$ cat src/include/smer_consts.svh
// constants for the management-mode enhancement register bank
// assumes a plain register port with 64-bit data and 12-bit index address
`ifndef SMER_CONSTS_SVH
`define SMER_CONSTS_SVH

// ==========================================================
// register indexes
`define SMER_ADDR_CAP      12'h17d
`define SMER_ADDR_CTRL     12'h4e0
`define SMER_ADDR_DELAYED  12'h4e2
`define SMER_ADDR_BLOCKED  12'h4e3
`define SMER_ADDR_IRQ_STAT 12'h4f0
`define SMER_ADDR_IRQ_MASK 12'h4f1

// ==========================================================
// field positions
`define SMER_CAP_GUARD_BIT 58
`define SMER_CAP_LONG_BIT  59
`define SMER_CTRL_LOCK_BIT 0
`define SMER_CTRL_EN_BIT   2

// ==========================================================
// reset values
`define SMER_BLOCKED_RESET 64'h0000_0000_0000_0fff
`define SMER_DELAYED_RESET 64'h0000_0000_0000_0000

`endif

$ cat src/include/smer_pkg.sv
// types for the management-mode enhancement register bank
// assumes nothing beyond the constants header
package smer_pkg;

   // ==========================================================
   // feature control contents
   typedef struct packed {
      logic guard_enable;
      logic lock;
   } smer_ctrl_t;

   // ==========================================================
   // interrupt status layout
   typedef struct packed {
      logic denied_access;
      logic guard_violation;
   } smer_irq_t;

endpackage

$ cat src/rtl/smer_regs.sv
// management-mode enhancement register bank
// assumes thread state inputs arrive from other clock domains
//
// Decided for this implementation: the address-and-strobe port.
`timescale 1ns/1ns
`include "smer_consts.svh"

module smer_regs #(
   parameter int  NUM_THREADS    = 12,
   parameter bit  GUARD_SUPPORT  = 1'b1,
   parameter bit  LONG_SUPPORT   = 1'b1
) (
   // clock and reset
   input  wire logic                   clk,
   input  wire logic                   rst,
   // register port
   input  wire logic [11:0]            addr,
   input  wire logic [63:0]            wdata,
   input  wire logic                   wr,
   input  wire logic                   rd,
   output logic      [63:0]            rdata,
   // processor status
   input  wire logic                   in_smm,
   input  wire logic [NUM_THREADS-1:0] long_op_busy,
   input  wire logic [NUM_THREADS-1:0] thread_blocked,
   input  wire logic [NUM_THREADS-1:0] smm_fetch_outside,
   // events
   output logic                        machine_check_event,
   output logic                        irq
);

   // ==========================================================
   // input synchronisers
   logic [NUM_THREADS-1:0] long_s1, long_s2, blk_s1, blk_s2, out_s1, out_s2;
   logic                   smm_s1, smm_s2;

   always_ff @(posedge clk or posedge rst) begin
      if (rst) begin
         long_s1 <= '0;
         long_s2 <= '0;
         blk_s1  <= '1;
         blk_s2  <= '1;
         out_s1  <= '0;
         out_s2  <= '0;
         smm_s1  <= 1'b0;
         smm_s2  <= 1'b0;
      end else begin
         long_s1 <= long_op_busy;
         long_s2 <= long_s1;
         blk_s1  <= thread_blocked;
         blk_s2  <= blk_s1;
         out_s1  <= smm_fetch_outside;
         out_s2  <= out_s1;
         smm_s1  <= in_smm;
         smm_s2  <= smm_s1;
      end
   end

   // ==========================================================
   // access decode
   logic hit_cap, hit_ctrl, hit_del, hit_blk, hit_stat, hit_mask;
   logic cap_ok, ctrl_ok, del_ok, blk_ok;

   assign hit_cap  = addr == `SMER_ADDR_CAP;
   assign hit_ctrl = addr == `SMER_ADDR_CTRL;
   assign hit_del  = addr == `SMER_ADDR_DELAYED;
   assign hit_blk  = addr == `SMER_ADDR_BLOCKED;
   assign hit_stat = addr == `SMER_ADDR_IRQ_STAT;
   assign hit_mask = addr == `SMER_ADDR_IRQ_MASK;
   assign cap_ok   = hit_cap && smm_s2;
   assign ctrl_ok  = hit_ctrl && smm_s2 && GUARD_SUPPORT;
   assign del_ok   = hit_del && smm_s2 && LONG_SUPPORT;
   assign blk_ok   = hit_blk && smm_s2;

   // ==========================================================
   // feature control
   smer_pkg::smer_ctrl_t ctrl;

   always_ff @(posedge clk or posedge rst) begin
      if (rst) begin
         ctrl <= '0;
      end else if (wr && ctrl_ok && !ctrl.lock) begin
         ctrl.lock         <= wdata[`SMER_CTRL_LOCK_BIT];
         ctrl.guard_enable <= wdata[`SMER_CTRL_EN_BIT];
      end
   end

   // ==========================================================
   // per-thread vectors
   logic [63:0] delayed, blocked;

   always_ff @(posedge clk or posedge rst) begin
      if (rst) begin
         delayed <= `SMER_DELAYED_RESET;
         blocked <= `SMER_BLOCKED_RESET;
      end else begin
         delayed <= '0;
         blocked <= '0;
         delayed[NUM_THREADS-1:0] <= long_s2;
         blocked[NUM_THREADS-1:0] <= blk_s2;
      end
   end

   // ==========================================================
   // code guard check
   logic violation;

   assign violation = ctrl.guard_enable && (|out_s2);

   always_ff @(posedge clk or posedge rst) begin
      if (rst) begin
         machine_check_event <= 1'b0;
      end else begin
         machine_check_event <= violation;
      end
   end

   // ==========================================================
   // interrupt status and mask
   smer_pkg::smer_irq_t stat, mask, ev;
   logic denied;

   assign denied = (wr || rd) &&
                   ((hit_cap && !cap_ok) || (hit_ctrl && !ctrl_ok) ||
                    (hit_del && !del_ok) || (hit_blk && !blk_ok) ||
                    (wr && (hit_cap || hit_del || hit_blk)));
   assign ev.guard_violation = violation;
   assign ev.denied_access   = denied;

   always_ff @(posedge clk or posedge rst) begin
      if (rst) begin
         stat <= '0;
      end else if (rd && hit_stat) begin
         stat <= ev;
      end else begin
         stat <= stat | ev;
      end
   end

   always_ff @(posedge clk or posedge rst) begin
      if (rst) begin
         mask <= '0;
      end else if (wr && hit_mask) begin
         mask <= wdata[1:0];
      end
   end

   assign irq = |(stat & mask);

   // ==========================================================
   // read data
   logic [63:0] cap_val;

   always_comb begin
      cap_val = '0;
      cap_val[`SMER_CAP_GUARD_BIT] = GUARD_SUPPORT;
      cap_val[`SMER_CAP_LONG_BIT]  = LONG_SUPPORT;
   end

   always_ff @(posedge clk or posedge rst) begin
      if (rst) begin
         rdata <= '0;
      end else if (rd) begin
         rdata <= '0;
         if (cap_ok) rdata <= cap_val;
         if (ctrl_ok) begin
            rdata[`SMER_CTRL_LOCK_BIT] <= ctrl.lock;
            rdata[`SMER_CTRL_EN_BIT]   <= ctrl.guard_enable;
         end
         if (del_ok) rdata <= delayed;
         if (blk_ok) rdata <= blocked;
         if (hit_stat) rdata <= {62'h0, stat};
         if (hit_mask) rdata <= {62'h0, mask};
      end else begin
         rdata <= '0;
      end
   end

endmodule // smer_regs

$ cat config.mk
export PLATFORM = sky130hd
export DESIGN_NAME = smer_regs
export DESIGN_NICKNAME = d
export VERILOG_FILES = /design/src/include/smer_pkg.sv /design/src/rtl/smer_regs.sv
export VERILOG_INCLUDE_DIRS = /design/src /design/src/include
export SDC_FILE = /design/constraint.sdc
export NUM_CORES = 1
export LEC_CHECK = 0
export ABC_AREA = 1
export BUFFER_PORTS_ARGS = -buffer_cell sky130_fd_sc_hd__buf_2
export CAP_MARGIN = 25
export CORE_MARGIN = 5
export CORE_UTILIZATION = 27
export CTS_BUF_LIST = sky130_fd_sc_hd__clkbuf_16
export DETAILED_ROUTE_END_ITERATION = 10
export SYNTH_ARGS = -nofsm -noshare
export SYNTH_HDL_FRONTEND = slang
export SYNTH_SLANG_ARGS = --single-unit
$ cat constraint.sdc
create_clock -name clk -period 12.81 [get_ports clk]
set_clock_uncertainty 0.2 [all_clocks]
set_input_delay 2.562 -clock clk [delete_from_list [all_inputs] [get_ports clk]]
set_output_delay 2.562 -clock clk [all_outputs]
set_load 0.02 [all_outputs]
# Word level (Yosys, flattened, before mapping)
# Cells that the tools add are included.
# totals
ff_bits,169
output_inout_bits,66
# classes
n_eq_ne,6
n_mux,9
n_bitwise,2
n_reduce_logical,29
# op_table
cell,count
two-way mux 64 bit,5
== test 12 x 11 -> 1 bit (second input constant),5
two-way mux 60 bit,1
logical AND 1 bit,15
== test 12 x 9 -> 1 bit (second input constant),1
OR reduction 12 bit,1
logical OR 1 bit,7
zero test 1 bit,5
bitwise AND 2 bit,1
two-way mux 1 bit,2
two-way mux 2 bit,1
bitwise OR 2 bit,1
OR reduction 2 bit,1

# Longest topological paths before layout
# logic_depth
ltp_word,11
depth_mapped,10
ltp_nobuf,10

# Worst setup path after synthesis
# No wires, ideal clock.
# synth_path
path_type,in2reg
start,input port addr[7]
end,register stat[1] in the netlist's numbering
setup_time_ps,123
t_arrival_ps,3362
slack_ps,9125
stages,9
n_path_buf,1
path_cell_list,nand2_1 > inv_1 > nand2_1 > nor2_4 > nand2_2 > buf_2 > nand4_1 > o21ai_0 > nand2_1
# synth_between
elab_chain_cells,11
word_cells_on_any_way,28
cone_classes,eq/ne: 5; mux: 1; bitwise: 1; reduce/logical: 21
# synth_lines
item,line,rtl
start: declaration,smer_regs.sv:17,"input wire logic [11:0] addr,"
== test 12 x 9 -> 1 bit (no line) / == test 12 x 11 -> 1 bit (equally long branches),-,
"logical AND 1 bit, on equally long branches","smer_regs.sv:70, smer_regs.sv:71",
zero test 1 bit,smer_regs.sv:124,((hit_cap && !cap_ok) || (hit_ctrl && !ctrl_ok) ||
logical AND 1 bit,smer_regs.sv:124,
logical OR 1 bit (2 in series),smer_regs.sv:124,
logical OR 1 bit (2 in series),smer_regs.sv:125,(hit_del && !del_ok) || (hit_blk && !blk_ok) ||
logical AND 1 bit,smer_regs.sv:123,assign denied = (wr || rd) &&
bitwise OR 2 bit,smer_regs.sv:136,stat <= stat | ev;
two-way mux 2 bit *,smer_regs.sv:133,end else if (rd && hit_stat) begin
end signal: assignment,smer_regs.sv:134,stat <= ev;
end signal: assignment,smer_regs.sv:136,
end: declaration,smer_regs.sv:120,"smer_pkg::smer_irq_t stat, mask, ev;"
# Every way passes the cells marked *; elsewhere a longest branch is shown, timed or not.
# A chain may end at the register's enable or synchronous reset.

# Final worst setup path
# layout_path
start,register mask[0] in the netlist's numbering
end,output port irq
# layout_between
elab_chain_cells,2
# layout_lines
item,line,rtl
start: declaration,smer_regs.sv:120,
start signal: assignment,smer_regs.sv:144,mask <= wdata[1:0];
bitwise AND 2 bit,smer_regs.sv:148,assign irq = |(stat & mask);
OR reduction 2 bit,smer_regs.sv:148,
end: declaration,smer_regs.sv:29,output logic irq
# Every way passes these cells.

==> results_dict.tcl <==
set metrics [dict create \
    fillers 1474 \
    post-cts-setup-buffer-count 0 \
    synth-seq-cells 118 \
    period_share 0.309 \
    core-area_sq_mm 0.0150 \
    synth_edf_count 0 \
    final_common_cell "dfrtp_1" \
    num_antenna_cells 0 \
    io_pins 183 \
    rrSetupSlack_ns 11.17 \
    power.internal_mw 0.640 \
    cts.sinks 118 \
    leakagePower_nw 2.44 \
    viasPerCell 3.77 \
    worst_slew_pin_slew_ns 0.906 \
    syn-cell-area_sq_mm 0.00410 \
    synth_cell_types 26 \
    critPathRequiredTime_ns 10.05 \
    crit_chain "a22o_1 -> buf_2" \
    grt_pass1_wl_microns 11400 \
    synth_cells 318 \
    synth_top_flop_cell "dfrtp_1" \
    fin_crit_ns 3.96 \
    fmax_mhz 253 \
    final_hold_viol_count 0 \
    async_flop_share 1.00 \
    placementRows 45 \
    clk_pin_slew_worst_paths_ns 0.05 \
    worstHoldStart "long_s2[6]" \
    crit_slowest_cell "dfrtp_1" \
    drt-initial-drc-count 77 \
    place_congestion 0.780 \
    initial_utilization 0.272 \
    clk_latency_ns 0.40 \
    fin_nets 521 \
    htreeDepth 4 \
    setup_viol 0 \
    cts_tree "done" \
    io_buffer_count 71 \
    numCtsBuffers 17 \
    finalSetupTns_ns 0 \
    dp_hpwl_microns 5070 \
    regToRegStartpoint "smm_s2" \
    cts.path.max_buffers 2 \
    postCtsResizedCells 0 \
    vdd_drop_max_mv 0.130 \
    min_delay_path_depth 0 \
    cts_hold_buf 0 \
    grt.overflow.total 0 \
    hold_class "reg2reg" \
    drt-total-wl_microns 7010 \
    vias 2282 \
    rsz0062_at_grt "false" \
    place_area_sq_mm 0.00447 \
    drive_gt1_frac 0.353 \
    switching_power_mw 0.181 \
    syn_to_final_growth_pct 21.4 \
    seq_area_frac_synth 0.732 \
    yosys_warnings 0 \
    maxSlewHeadroom 0.396 \
    pwr-share-seq 0.485 \
    grt_pass1_vias 2393 \
    worstPathMaxFanout 3 \
    drcViolationCount 0 \
    grt_max_degree 79 \
    cp-start-kind "flop" \
    wl_per_cell_microns 11.6 \
    dr.pass1.iters 4 \
    reg2regPathDepth 4 \
    die_y_microns 133 \
    cp.arrival_ns 1.20 \
    final_core_util 0.331 \
    holdPathEnd "delayed[6]" \
    end_kind "primary output" \
    pwr-share-clk 0.471 \
    antenna_found_initial 0 \
    final_cell_mix "dfrtp_1, buf_2, conb_1" \
    max_stage_delay_ns 0.39 \
    chipWidth_microns 133 \
    final_area_sq_mm 0.00497 \
    swShare 0.221 \
    drtAntennaViolNets 0 \
    crit_type "reg2out" \
    p_per_area_mw_per_mm2 165 \
    clockRootBuffer "clkbuf_16" \
    rr_endpoint "rdata[11]" \
    comb_power_share 0.044 \
    grtUsageTotal 0.0846 \
    slew_viol_final 0 \
    outcome "completed" \
    dieArea_sq_mm 0.0177 \
    drv_cap 0 \
    avgSynthCellArea_sq_um 12.9 \
]
## stage by stage
stage,cells,hold slack (ns),setup slack (ns),power (mW)
finish,605,0.143,8.85,0.821
global route,605,0.151,8.82,0.858
CTS,605,0.145,8.83,0.835
detailed placement,573,0.135,8.56,0.441
global placement,573,0.134,8.59,0.439
floorplan,367,0.131,6.98,0.438
## power groups by stage
stage / registers, mW / clock network (mW) / logic (mW)
after floorplan: 0.403 / 0 / 0.0352
after detailed placement: 0.404 / 0 / 0.0366
after global routing: 0.400 / 0.418 / 0.0409
after global placement: 0.403 / 0 / 0.0356
final: 0.398 / 0.387 / 0.0363
after CTS: 0.398 / 0.400 / 0.0367
## how the worst max path moves through the flow
| stage | startpoint | to | slack (ns) | depth (start not counted) |
|---|---|---|---|---|
| after detailed placement | addr[7] | rdata[11] | 8.56 | 9 |
| after CTS | mask[0] | irq | 8.83 | 2 |
| final | mask[0] | irq | 8.85 | 2 |
| after global routing | addr[3] | rdata[1] | 8.82 | 10 |
| after global placement | addr[3] | rdata[1] | 8.59 | 10 |
| after floorplan | rst | ctrl[0] | 6.98 | 1 |
## Yosys cell counts, types with 3 or more instances
cell type  instances  area, sq um
a21oi_1           12         60.1
buf_4             52          390
dfrtp_1           82         2050
dfstp_2           36          946
inv_1             26         97.6
nand2_1           39          146
nand3_1           16         80.1
nand3_2            3         30.0
nand4_1            4         25.0
nor2_1            17         63.8
nor2_4             3         33.8
nor3_1             4         20.0
nor4_1             4         25.0
o21ai_0            4         20.0
## area by class of cell
| class | count | area (sq um) | area share |
|---|---|---|---|
| inverter | 28 | 108 | 0.0216 |
| timing repair buffer | 72 | 363 | 0.0730 |
| clock buffer | 17 | 425 | 0.0856 |
| clock inverter | 15 | 73.8 | 0.0148 |
| sequential | 118 | 3000 | 0.603 |
| tap | 188 | 235 | 0.0473 |
| multi-input combinational | 167 | 769 | 0.155 |
## critical path: cells and delay by family, from the launching register on
family	cells	cell delay, ns
DFF	1	0.39
buffers and inverters	1	0.16
AOI/OAI and AO/OA	1	0.25
## flip-flops by register name, summed over array words and instances, names as in the netlist, 2 cells and up
signal,flops
stat,2
out_s1,12
delayed,12
long_s1,12
mask,2
out_s2,12
rdata,13
blk_s2,12
blk_s1,12
long_s2,12
ctrl,2
blocked,12
## routing by layer
layer	global-route usage	up-vias	routed length, microns
li1	-	1076	-
met3	0.0378	12	584
met1	0.0956	1094	2820
met5	0	-	0
met4	0.0463	0	155
met2	0.134	100	3450
## cell families (layout without fill, tap and decap cells)
group,count (synthesis),in the layout,synth area share
flops,118,118,0.732
simple gates,96,96,0.114
buf+inv,82,132,0.125
compound gates,21,21,0.0281
other cells,1,50,0.000916
Note: power is estimated with default switching activity, not from simulation.
